$ cat config.mk
export PLATFORM = sky130hd
export DESIGN_NAME = dac_output_mode_sequencer
export DESIGN_NICKNAME = d
export VERILOG_FILES = /design/src/common/dac_seq_pkg.sv /design/src/dac_interp2x.sv /design/src/dac_output_mode_sequencer.sv
export SDC_FILE = /design/constraint.sdc
export NUM_CORES = 1
export LEC_CHECK = 0
export ABC_AREA = 1
export BUFFER_PORTS_ARGS = -buffer_cell sky130_fd_sc_hd__buf_2
export CELL_PAD_IN_SITES_DETAIL_PLACEMENT = 0
export CELL_PAD_IN_SITES_GLOBAL_PLACEMENT = 1
export CORE_UTILIZATION = 36
export DETAILED_ROUTE_END_ITERATION = 10
export GPL_TIMING_DRIVEN = 0
export PLACE_DENSITY = 0.73
export RECOVER_POWER = 50
export SLEW_MARGIN = 20
export SYNTH_ARGS = -nofsm -noshare
export SYNTH_HDL_FRONTEND = slang
export SYNTH_SLANG_ARGS = --single-unit
$ cat constraint.sdc
create_clock -name ref_clk_i -period 9.4 [get_ports ref_clk_i]
set_clock_uncertainty 0.1 [all_clocks]
set_input_delay 0.94 -clock ref_clk_i [delete_from_list [all_inputs] [get_ports ref_clk_i]]
set_output_delay 0.94 -clock ref_clk_i [all_outputs]
set_load 0.02 [all_outputs]
$ cat src/common/dac_seq_pkg.sv
// shared constants and helpers for the dac output mode sequencer
`default_nettype none
package dac_seq_pkg;
    localparam int          SAMPLE_W   = 16;
    localparam int          NUM_CH     = 2;
    // output mode select encodings
    localparam logic [1:0]  MODE_ZOH   = 2'h0;
    localparam logic [1:0]  MODE_RTZ   = 2'h1;
    localparam logic [1:0]  MODE_RF    = 2'h2;
    localparam logic [1:0]  MODE_DES   = 2'h3;
    // dual-edge sub-mode encodings
    localparam logic [1:0]  DES_DIRECT = 2'h0;
    localparam logic [1:0]  DES_LP     = 2'h1;
    localparam logic [1:0]  DES_HP     = 2'h2;
    // input sample formats
    localparam logic [1:0]  FMT_16     = 2'h0;
    localparam logic [1:0]  FMT_12     = 2'h1;
    localparam logic [1:0]  FMT_8      = 2'h2;
    // two's complement zero, reset value of every held sample
    localparam logic [15:0] CODE_ZERO  = 16'h0000;
    localparam logic [15:0] CODE_MAX   = 16'h7FFF;
    localparam logic [15:0] CODE_MIN   = 16'h8000;
    localparam logic [15:0] MSB_FLIP   = 16'h8000;
    // interpolator: taps -1 9 9 -1, gain 16
    localparam int          TAP_CENTER = 9;
    localparam int          TAP_SHIFT  = 4;

    typedef enum logic [3:0] {
        ST_ZOH = 4'b0001,
        ST_RTZ = 4'b0010,
        ST_RF  = 4'b0100,
        ST_DES = 4'b1000
    } mode_t;

    typedef enum logic [2:0] {
        SUB_DIRECT = 3'b001,
        SUB_LP     = 3'b010,
        SUB_HP     = 3'b100
    } sub_t;

    // clamp a wide signed value to the 16-bit code range
    function automatic logic [15:0] sat16(input logic signed [23:0] v);
        if (v > $signed({8'h00, CODE_MAX}))
            return CODE_MAX;
        else if (v < $signed({8'hFF, CODE_MIN}))
            return CODE_MIN;
        else
            return v[15:0];
    endfunction : sat16

    // two's complement to offset binary for the switch array
    function automatic logic [15:0] to_obin(input logic [15:0] c);
        return c ^ MSB_FLIP;
    endfunction : to_obin

    // arithmetic inverse, -32768 saturates to 32767
    function automatic logic [15:0] negate(input logic [15:0] c);
        return sat16(-$signed({{8{c[15]}}, c}));
    endfunction : negate
endpackage : dac_seq_pkg
`default_nettype wire

$ cat src/dac_interp2x.sv
// 2x interpolator producing rising and falling edge samples
`default_nettype none
module dac_interp2x
    import dac_seq_pkg::*;
(
    input  wire logic        ref_clk_i,
    input  wire logic        reset_n_i,
    input  wire logic [15:0] sample_i,
    input  wire logic        valid_i,
    input  wire logic        highpass_i,
    output logic      [15:0] rise_o,
    output logic      [15:0] fall_o
);
    import dac_seq_pkg::*;

    logic [15:0] hist_q [4];
    logic [15:0] hist_d [4];

    always_comb begin
        hist_d = hist_q;
        if (valid_i) begin
            hist_d[0] = sample_i;
            for (int i = 1; i < 4; i++) begin
                hist_d[i] = hist_q[i-1];
            end
        end
    end

    always_ff @(posedge ref_clk_i or negedge reset_n_i) begin
        if (!reset_n_i) begin
            for (int i = 0; i < 4; i++) begin
                hist_q[i] <= CODE_ZERO;
            end
        end else begin
            hist_q <= hist_d;
        end
    end

    logic signed [23:0] inner;
    logic signed [23:0] outer;
    logic signed [23:0] acc;
    logic        [15:0] mid;

    always_comb begin
        inner = $signed({{8{hist_q[1][15]}}, hist_q[1]})
              + $signed({{8{hist_q[2][15]}}, hist_q[2]});
        outer = $signed({{8{hist_q[0][15]}}, hist_q[0]})
              + $signed({{8{hist_q[3][15]}}, hist_q[3]});
        acc   = 24'(inner * TAP_CENTER) - outer;
        mid   = sat16(acc >>> TAP_SHIFT);
        rise_o = hist_q[1];
        // high-pass form mixes by (-1)^m at the doubled rate,
        // moving the passband to the upper half of the clock rate
        fall_o = highpass_i ? negate(mid) : mid;
    end
endmodule : dac_interp2x
`default_nettype wire

$ cat src/dac_output_mode_sequencer.sv
// per-channel output waveform sequencer for a dual 16-bit dac core
//
// Behaviour
// - four output modes: hold, return-to-zero, RF, dual-edge; set by config.
// - hold mode presents each sample at rising edge, unchanged all period.
// - return-to-zero drives sample first half, zero level second half.
// - RF mode drives sample first half, its inverse second half.
// - dual-edge issues distinct samples on rising and falling clock edges.
// - a digital 2x interpolator raises the stream to dual-edge rate.
// - dual-edge has three sub-modes: direct, low-pass, high-pass.
// - direct sub-mode takes two samples per clock; 12/8-bit single channel.
// - low-pass sub-mode interpolates through a low-pass 2x filter.
// - high-pass sub-mode uses a high-pass 2x filter instead.
// - two independent 16-bit channels, each with its own sequencing path.
// - codes are two's complement; offset binary is msb inverted.
// - switch array steers current to positive leg in proportion to code.
`default_nettype none
module dac_output_mode_sequencer
    import dac_seq_pkg::*;
(
    input  wire logic        ref_clk_i,
    input  wire logic        reset_n_i,
    input  wire logic [1:0]  mode_sel_i,
    input  wire logic [1:0]  des_sub_sel_i,
    input  wire logic [1:0]  format_i,
    input  wire logic [15:0] sample_a_i,
    input  wire logic [15:0] sample_a_odd_i,
    input  wire logic        valid_a_i,
    input  wire logic [15:0] sample_b_i,
    input  wire logic [15:0] sample_b_odd_i,
    input  wire logic        valid_b_i,
    output logic      [15:0] steered_current_outputs_a_first_o,
    output logic      [15:0] steered_current_outputs_a_second_o,
    output logic      [15:0] steered_current_outputs_b_first_o,
    output logic      [15:0] steered_current_outputs_b_second_o,
    output logic      [3:0]  mode_active_o,
    output logic      [2:0]  des_sub_active_o,
    output logic             direct_refused_o
);
    import dac_seq_pkg::*;

    // ---------------- mode state ----------------
    mode_t mode_q;
    mode_t mode_d;
    sub_t  sub_q;
    sub_t  sub_d;
    logic  refused_q;
    logic  refused_d;

    // sampled once per clock, so a change never splits a period
    always_comb begin
        case (mode_sel_i)
            MODE_ZOH: mode_d = ST_ZOH;
            MODE_RTZ: mode_d = ST_RTZ;
            MODE_RF:  mode_d = ST_RF;
            MODE_DES: mode_d = ST_DES;
            default:  mode_d = ST_ZOH;
        endcase
        refused_d = 1'b0;
        case (des_sub_sel_i)
            DES_DIRECT: begin
                // direct needs a narrow format; 16-bit falls to low-pass
                if (format_i == FMT_12 || format_i == FMT_8) begin
                    sub_d = SUB_DIRECT;
                end else begin
                    sub_d = SUB_LP;
                    refused_d = 1'b1;
                end
            end
            DES_LP:   sub_d = SUB_LP;
            DES_HP:   sub_d = SUB_HP;
            default:  sub_d = SUB_LP;
        endcase
    end

    always_ff @(posedge ref_clk_i or negedge reset_n_i) begin
        if (!reset_n_i) begin
            mode_q    <= ST_ZOH;
            sub_q     <= SUB_LP;
            refused_q <= 1'b0;
        end else begin
            mode_q    <= mode_d;
            sub_q     <= sub_d;
            refused_q <= refused_d;
        end
    end

    // ---------------- per-channel sample capture ----------------
    logic [15:0] in_even [NUM_CH];
    logic [15:0] in_odd  [NUM_CH];
    logic        in_vld  [NUM_CH];

    always_comb begin
        in_even[0] = sample_a_i;
        in_odd[0]  = sample_a_odd_i;
        in_vld[0]  = valid_a_i;
        in_even[1] = sample_b_i;
        in_odd[1]  = sample_b_odd_i;
        in_vld[1]  = valid_b_i;
    end

    logic [15:0] held_q  [NUM_CH];
    logic [15:0] held_d  [NUM_CH];
    logic [15:0] heldo_q [NUM_CH];
    logic [15:0] heldo_d [NUM_CH];

    // last valid sample is held; mid-scale until the first arrives
    always_comb begin
        held_d  = held_q;
        heldo_d = heldo_q;
        for (int c = 0; c < NUM_CH; c++) begin
            if (in_vld[c]) begin
                held_d[c]  = in_even[c];
                heldo_d[c] = in_odd[c];
            end
        end
    end

    always_ff @(posedge ref_clk_i or negedge reset_n_i) begin
        if (!reset_n_i) begin
            for (int c = 0; c < NUM_CH; c++) begin
                held_q[c]  <= CODE_ZERO;
                heldo_q[c] <= CODE_ZERO;
            end
        end else begin
            held_q  <= held_d;
            heldo_q <= heldo_d;
        end
    end

    // ---------------- interpolators, one per channel ----------------
    logic [15:0] ip_rise [NUM_CH];
    logic [15:0] ip_fall [NUM_CH];

    for (genvar g = 0; g < NUM_CH; g++) begin : g_ch
        dac_interp2x u_interp (
            .ref_clk_i  (ref_clk_i),
            .reset_n_i  (reset_n_i),
            .sample_i   (in_even[g]),
            .valid_i    (in_vld[g]),
            .highpass_i (sub_q == SUB_HP),
            .rise_o     (ip_rise[g]),
            .fall_o     (ip_fall[g])
        );
    end

    // ---------------- waveform shaping ----------------
    logic [15:0] first_d  [NUM_CH];
    logic [15:0] second_d [NUM_CH];
    logic [15:0] first_q  [NUM_CH];
    logic [15:0] second_q [NUM_CH];

    always_comb begin
        for (int c = 0; c < NUM_CH; c++) begin
            first_d[c]  = to_obin(held_q[c]);
            second_d[c] = to_obin(held_q[c]);
            case (mode_q)
                ST_ZOH: begin
                    second_d[c] = to_obin(held_q[c]);
                end
                ST_RTZ: begin
                    second_d[c] = to_obin(CODE_ZERO);
                end
                ST_RF: begin
                    second_d[c] = to_obin(negate(held_q[c]));
                end
                ST_DES: begin
                    case (sub_q)
                        SUB_DIRECT: begin
                            // single channel only: b rests at mid-scale
                            if (c == 0) begin
                                first_d[c]  = to_obin(held_q[c]);
                                second_d[c] = to_obin(heldo_q[c]);
                            end else begin
                                first_d[c]  = to_obin(CODE_ZERO);
                                second_d[c] = to_obin(CODE_ZERO);
                            end
                        end
                        SUB_LP, SUB_HP: begin
                            first_d[c]  = to_obin(ip_rise[c]);
                            second_d[c] = to_obin(ip_fall[c]);
                        end
                        default: begin
                            first_d[c]  = to_obin(CODE_ZERO);
                            second_d[c] = to_obin(CODE_ZERO);
                        end
                    endcase
                end
                default: begin
                    first_d[c]  = to_obin(CODE_ZERO);
                    second_d[c] = to_obin(CODE_ZERO);
                end
            endcase
        end
    end

    // offset binary: all ones steers all switched current to the + leg
    always_ff @(posedge ref_clk_i or negedge reset_n_i) begin
        if (!reset_n_i) begin
            for (int c = 0; c < NUM_CH; c++) begin
                first_q[c]  <= MSB_FLIP;
                second_q[c] <= MSB_FLIP;
            end
        end else begin
            first_q  <= first_d;
            second_q <= second_d;
        end
    end

    // ---------------- outputs ----------------
    logic [3:0] mode_out_q;
    logic [2:0] sub_out_q;
    logic       refused_out_q;

    always_ff @(posedge ref_clk_i or negedge reset_n_i) begin
        if (!reset_n_i) begin
            mode_out_q    <= ST_ZOH;
            sub_out_q     <= SUB_LP;
            refused_out_q <= 1'b0;
        end else begin
            mode_out_q    <= mode_q;
            sub_out_q     <= sub_q;
            refused_out_q <= refused_q;
        end
    end

    always_comb begin
        steered_current_outputs_a_first_o  = first_q[0];
        steered_current_outputs_a_second_o = second_q[0];
        steered_current_outputs_b_first_o  = first_q[1];
        steered_current_outputs_b_second_o = second_q[1];
        mode_active_o    = mode_out_q;
        des_sub_active_o = sub_out_q;
        direct_refused_o = refused_out_q;
    end
endmodule : dac_output_mode_sequencer
`default_nettype wire

==> flow_metrics.py, run 1 <==
metrics = {
    "hold_path": {
        "hold_start": "refused_q$_DFF_PN0_",
        "min-delay-path-class": "flop to flop",
        "whs_path_depth": 0,
    },
    "cts": {
        "tritoncts": "built",
        "root_buffer": "clkbuf_16",
        "cts-buffers-inserted": 27,
        "cts.hold.buffers_added": 0,
        "htreeDepth": 1,
        "clk_pin_slew_worst_paths_ps": 70,
        "clock-sinks": 224,
        "clk_latency_ps": 590,
        "cts_max_path_buffers": 3,
        "ctsResizeCount": 0,
        "postCtsSetupBuffers": 0,
    },
    "global_routing": {
        "grt_pass1_vias": 16277,
        "grt_pass1_wl_um": 88000,
        "grt_max_degree": 86,
        "grt-ovfl-total": 0,
        "antenna_found_initial": 0,
        "gr-usage-all-layers_pct": 22.2,
    },
    "finish": {
        "nFillCells": 5171,
        "drive_above_1_share_pct": 10.9,
        "nets": 2869,
        "area_delta_synth_final_pct": 13.5,
        "n_antenna_cell": 0,
    },
    "sta": {
        "final_max_slew_viol_count": 142,
        "min_period_over_period_pct": 84.2,
        "setup_viol": 0,
        "rsz0062_at_grt": "no",
        "final.setup.tns_ps": 0,
        "worst_pin_slew_ps": 4450,
        "maxSlewHeadroom_pct": -196,
        "max_freq_ghz": 0.126,
        "period_minus_slack_ps": 7910,
        "timing.final.hold_violations": 0,
    },
    "logic_synthesis": {
        "yosysWarnings": 0,
        "synth.area.mux_share_pct": 0.995,
        "syn_nets": 2711,
        "synth_fa_ha_area_share_pct": 18.4,
        "synthXorXnorAreaFrac_pct": 3.97,
        "synth_area_um2": 18100,
        "yosysSeqAreaShare_pct": 31.0,
        "yosys.area.top_type": "dfrtp_1",
        "synth-seq-cells": 224,
        "async_reset_ff_share_pct": 100,
        "synth_top_family_by_area": "simple AND/OR/NAND/NOR gates",
        "synth_compound_area_share_pct": 11.6,
        "syn_area_per_cell_um2": 7.52,
        "synth.area.top_cells": "dfrtp_1 30%, nand2_1 11%, ha_1 11%",
        "yosys_most_used_dff": "dfrtp_1",
        "ys_types": 53,
        "synth_edf_count": 0,
        "netlist_instances": 2409,
        "synth-simple-area-share_pct": 21.9,
        "synth_largest_type_area_fraction_pct": 29.9,
    },
    "die": {
        "die_h_um": 226,
        "ios": 146,
        "coreArea_um2": 49300,
        "initial_core_util_pct": 36.8,
        "placementRows": 81,
        "die_x_um": 226,
        "dieArea_um2": 51200,
    },
    "route": {
        "viasPerCell": 4.92,
        "drt-initial-drc-count": 927,
        "antenna_left": 0,
        "avgRoutedWirePerCell_um": 17.1,
        "via_count": 16003,
        "post-route-drc-count": 0,
        "routed_wl_um": 55600,
        "first_pass_iters": 5,
    },
    "critical_path": {
        "r2r_start": "g_ch[0].u_interp.hist_q[20]$_DFFE_PN0P_",
        "crit_fanout": 10,
        "rrSetupSlack_ps": 1490,
        "crit_start": "g_ch[0].u_interp.hist_q[20]$_DFFE_PN0P_",
        "slowest_delay_ps": 480,
        "crit_top_cell": "nand2_1",
        "endpoint_kind": "flop",
        "worstRegToRegCells": 44,
        "critPathLaunchType": "flop",
        "worstPathArrival_ps": 8260,
        "crit_type": "flop to flop",
        "cp.required_ps": 9750,
        "slowest_stage": "fa_1",
    },
    "place": {
        "hpwl_um": 45900,
        "gp_congestion": 0.932,
        "portBuffers": 127,
    },
    "status": {
        "status": "finished, violations left",
        "violations": "max-capacitance violations, max-slew violations",
    },
    "flow_run": {
        "max_cap_violations": 2,
    },
}
-- kinds of logic after synthesis --
group | count (synthesis)
adders and majority gates | 228
and+or+nand+nor | 922
AOI/OAI and AO/OA | 369
buffers and inverters | 568
muxes | 16
DFF | 224
xor gates and xnor gates | 82
-- state kept, by name, summed over array words and instances, names as in the netlist, 3 cells and up --
name                                count
des_sub_active_o                        3
g_ch.u_interp.hist_q                   96
g_ch.u_interp.rise_o                   32
heldo_q                                16
mode_active_o                           4
mode_q                                  4
steered_current_outputs_a_first_o      16
steered_current_outputs_a_second_o     16
steered_current_outputs_b_first_o      16
steered_current_outputs_b_second_o     16
sub_q                                   3
-- cell type report --
type / instances / area (um2) / share of cell area (%)
plain buffers: 59 / 283 / 1.38
inverters: 509 / 1910 / 9.31
clock buffers: 36 / 779 / 3.79
repair buffers: 129 / 663 / 3.23
well taps: 664 / 831 / 4.04
flip-flops and latches: 224 / 5620 / 27.3
multi-input cells: 1617 / 10300 / 50.1
clock inverters: 14 / 171 / 0.834
-- worst paths after layout --
kind,to
hold reg to reg,direct_refused_o$_DFF_PN0_
hold / removal,direct_refused_o$_DFF_PN0_
min in group asynchronous,g_ch[0].u_interp.hist_q[14]$_DFFE_PN0P_
setup reg to reg,steered_current_outputs_a_second_o[7]$_DFF_PN0_
setup / recovery,steered_current_outputs_a_second_o[7]$_DFF_PN0_
max in group asynchronous,g_ch[0].u_interp.hist_q[15]$_DFFE_PN0P_
-- synthesized netlist by cell type (31+ instances only) --
library cell  instances
inv_1               504
o21ai_0             144
o22ai_1              31
nand2_1             547
a21oi_1             116
ha_1                164
xor2_1               60
clkbuf_1             42
fa_1                 64
nor2_1              156
dfrtp_1             216
nand3_1             105
-- critical path: cells and delay by family (launching register included) --
| kind | cells | cell delay [ps] |
|---|---|---|
| flip-flops | 1 | 410 |
| AO/OA/AOI/OAI | 9 | 1710 |
| XOR/XNOR | 1 | 160 |
| AND/OR/NAND/NOR | 22 | 2760 |
| adder cells (fa/ha/maj) | 6 | 2040 |
| buffers and inverters | 6 | 570 |
-- cell usage in the layout, fill, tap and decap left out, drive strengths merged, types with 3 or more instances in the layout --
| master | synthesis | final |
|---|---|---|
| o21bai | 15 | 15 |
| xnor2 | 22 | 22 |
| dfrtp | 216 | 216 |
| buf | 17 | 141 |
| o21ai | 152 | 152 |
| nand3b | 5 | 5 |
| inv | 507 | 509 |
| bufinv | 0 | 3 |
| nand2 | 576 | 576 |
| o22ai | 31 | 31 |
| nand3 | 116 | 116 |
| clkinv | 2 | 9 |
| clkbuf | 42 | 83 |
| ha | 164 | 164 |
| nor2 | 170 | 170 |
| dfstp | 8 | 8 |
| fa | 64 | 64 |
| a31oi | 7 | 7 |
| mux2 | 16 | 16 |
| nor3 | 23 | 23 |
| a21oi | 117 | 117 |
| xor2 | 60 | 60 |
| nand4 | 15 | 15 |
| a221oi | 18 | 18 |
| o211ai | 5 | 5 |
| or2 | 12 | 12 |
| a21o | 7 | 7 |
| a311oi | 5 | 5 |
| a211oi | 5 | 5 |
-- metal layers --
metal	vias to the layer above	routed length [um]	GRT usage, %	part of all wire, %
met5	-	0	0	0
met4	0	1640	6.69	3.0
met3	71	1830	1.84	3.3
met2	317	26900	38.5	48
met1	7729	25300	29.2	45
li1	7886	-	-	-
-- per-stage QoR --
stage	worst slack (ps)	cell area [um2]	hold WS [ps]	cells	util (%)
floorplan	3010	18100	231	2409	-
global placement	1620	19600	236	3200	39.7
detailed placement	1590	19600	245	3202	39.9
CTS	1560	20600	246	3252	41.8
global route	609	20600	285	3252	41.7
finish	1490	20600	268	3252	41.7
Power of run 1 is left out: the tool's default activity adds up to more than one toggle a clock period on the data nets, which glitch-free logic cannot reach.
==> inputs of run 2 (changes only) <==
--- a/config.mk
+++ b/config.mk
@@ -12,7 +12,7 @@
 export CORE_UTILIZATION = 36
 export DETAILED_ROUTE_END_ITERATION = 10
 export GPL_TIMING_DRIVEN = 0
-export PLACE_DENSITY = 0.73
+export PLACE_DENSITY = 0.76
 export RECOVER_POWER = 50
 export SLEW_MARGIN = 20
 export SYNTH_ARGS = -nofsm -noshare
==> constraint.sdc (replaced) <==
create_clock -name ref_clk_i -period 7 [get_ports ref_clk_i]
set_clock_uncertainty 0.1 [all_clocks]
set_input_delay 0.7 -clock ref_clk_i [delete_from_list [all_inputs] [get_ports ref_clk_i]]
set_output_delay 0.7 -clock ref_clk_i [all_outputs]
set_load 0.02 [all_outputs]
==> flow_metrics.py, run 2 (same netlist as run 1, synthesis figures left out) <==
metrics = {
    "route": {
        "avgRoutedWirePerCell_um": 17.1,
        "routed_wl_um": 56100,
        "first_pass_iters": 5,
        "post-route-drc-count": 0,
        "drt-initial-drc-count": 1053,
        "via_count": 16339,
        "viasPerCell": 4.99,
        "antenna_left": 0,
    },
    "finish": {
        "largest_register_ffs": 96,
        "area_delta_synth_final_pct": 17.7,
        "final_common_cell": "nand2_1",
        "n_antenna_cell": 0,
        "regMostFlops": "g_ch.u_interp.hist_q",
        "drive_above_1_share_pct": 14.5,
        "nets": 2896,
        "final_cell_mix": "528 x nand2_1, 502 x inv_1, 215 x dfrtp_1",
        "nFillCells": 5129,
        "postLayoutCellArea_um2": 21300,
    },
    "cts": {
        "clk_latency_ps": 570,
        "root_buffer": "clkbuf_16",
        "tritoncts": "built",
        "htreeDepth": 1,
        "cts-buffers-inserted": 27,
        "clock-sinks": 224,
        "clk_pin_slew_worst_paths_ps": 60,
        "cts_max_path_buffers": 3,
    },
    "status": {
        "status": "finished, violations left",
        "violations": "max-capacitance violations, max-slew violations",
    },
    "die": {
        "initial_core_util_pct": 36.8,
        "placementRows": 81,
        "coreArea_um2": 49300,
        "die_x_um": 226,
        "dieArea_um2": 51200,
        "die_h_um": 226,
        "ios": 146,
    },
    "critical_path": {
        "critPathLaunchType": "flop",
        "slowest_stage": "fa_1",
        "worstRegToRegCells": 45,
        "endpoint_kind": "flop",
        "crit_top_cell": "nand2_1",
        "crit_fanout": 10,
        "worstPathArrival_ps": 7060,
        "r2r-end": "steered_current_outputs_a_second_o[8]$_DFF_PN0_",
        "slowest_delay_ps": 490,
        "rrSetupSlack_ps": 290,
        "r2r_start": "g_ch[0].u_interp.hist_q[19]$_DFFE_PN0P_",
        "crit_type": "flop to flop",
        "cp.required_ps": 7360,
    },
    "sta": {
        "period_minus_slack_ps": 6710,
        "maxSlewHeadroom_pct": -65.5,
        "worst_pin_slew_ps": 2480,
        "timing.final.hold_violations": 0,
        "max_freq_ghz": 0.149,
        "setup_viol": 0,
        "min_period_over_period_pct": 95.8,
        "hold_ws_ps": 195,
        "final_max_slew_viol_count": 125,
    },
    "place": {
        "portBuffers": 127,
        "hpwl_um": 45500,
        "dpl-instance-area_um2": 19600,
        "gp_congestion": 0.938,
    },
    "global_routing": {
        "grt_pass1_vias": 16143,
        "antenna_found_initial": 0,
        "grt_max_degree": 103,
        "grt_pass1_wl_um": 87800,
        "grt-ovfl-total": 0,
        "gr-usage-all-layers_pct": 22.1,
    },
    "hold_path": {
        "min_to": "mode_q[0]$_DFF_PN1_",
        "min-delay-path-class": "input port to flop",
        "whs_path_depth": 2,
        "hold_start": "mode_sel_i[0]",
    },
    "flow_run": {
        "max_cap_violations": 2,
    },
}
[run 2: cell types whose count changed in the layout (fill, tap and decap cells not counted), sizes merged]
cell,delta
clkbuf,+14
buf,+5
bufinv,+3
inv,+3
clkinv,-1
dlygate4sd3,+1
[run 2: worst max-delay path by stage]
stage                                                        from                                               end  slack [ps]  cells past startpoint
after detailed placement  g_ch[0].u_interp.hist_q[19]$_DFFE_PN0P_  steered_current_outputs_a_second_o[11]$_DFF_PN0_        -710                     44
final                     g_ch[0].u_interp.hist_q[19]$_DFFE_PN0P_   steered_current_outputs_a_second_o[8]$_DFF_PN0_         290                     45
after global placement    g_ch[1].u_interp.hist_q[18]$_DFFE_PN0P_   steered_current_outputs_b_second_o[5]$_DFF_PN0_        -730                     45
after floorplan           g_ch[1].u_interp.hist_q[18]$_DFFE_PN0P_   steered_current_outputs_b_second_o[7]$_DFF_PN0_         610                     45
after global routing      g_ch[0].u_interp.hist_q[19]$_DFFE_PN0P_   steered_current_outputs_a_second_o[9]$_DFF_PN0_         -60                     45
after CTS                 g_ch[0].u_interp.hist_q[18]$_DFFE_PN0P_  steered_current_outputs_a_second_o[11]$_DFF_PN0_          20                     43
[run 2: stage by stage]
stage	setup WS (ps)	utilization, %	instances	TNS [ps]
after global routing	-62.1	43.3	3277	-657
after CTS	20.7	42.4	3260	0
after floorplan	608	-	2409	0
after detailed placement	-708	39.9	3202	-16720
final	292	43.3	3277	0
after global placement	-728	39.7	3200	-16400
[run 2: final cells by class]
type / instances / area [um2] / area share, %
plain buffers: 57 / 268 / 1.26
clock buffers: 30 / 717 / 3.36
clock inverters: 18 / 278 / 1.30
inverters: 509 / 1920 / 8.99
multi-input cells: 1617 / 10800 / 50.8
flip-flops and latches: 224 / 5620 / 26.4
well taps: 664 / 831 / 3.90
repair buffers: 157 / 853 / 4.00
repair inverters: 1 / 6.26 / 0.0294
[run 2: timing repair]
action | 4_1_cts | 5_1_grt
gates resized for setup | 41 | 76
hold endpoints to repair | 29 | 0
pin swaps | 15 | 35
buffers inserted | 10 | 17
setup endpoints to repair | 30 | 31
cloned | 0 | 1
hold buffers | 1 | 0
[run 2: layer usage]
layer / global-route usage (%) / wire length [um] / vias up
li1: - / - / 7936
met1: 29.6 / 25000 / 7905
met2: 36.9 / 27000 / 407
met3: 2.24 / 2280 / 91
met4: 7.54 / 1800 / 0
met5: 0 / 0 / -
[run 2: worst max-delay path: cells and delay by family, from the launching register on]
family          cells  cell delay [ps]
flops               1              440
fa+ha+maj           6             1700
compound gates      8             1220
simple gates       23             2420
buf+inv             7              590
xor+xnor            1              100
Power of run 2 is left out for the same reason.
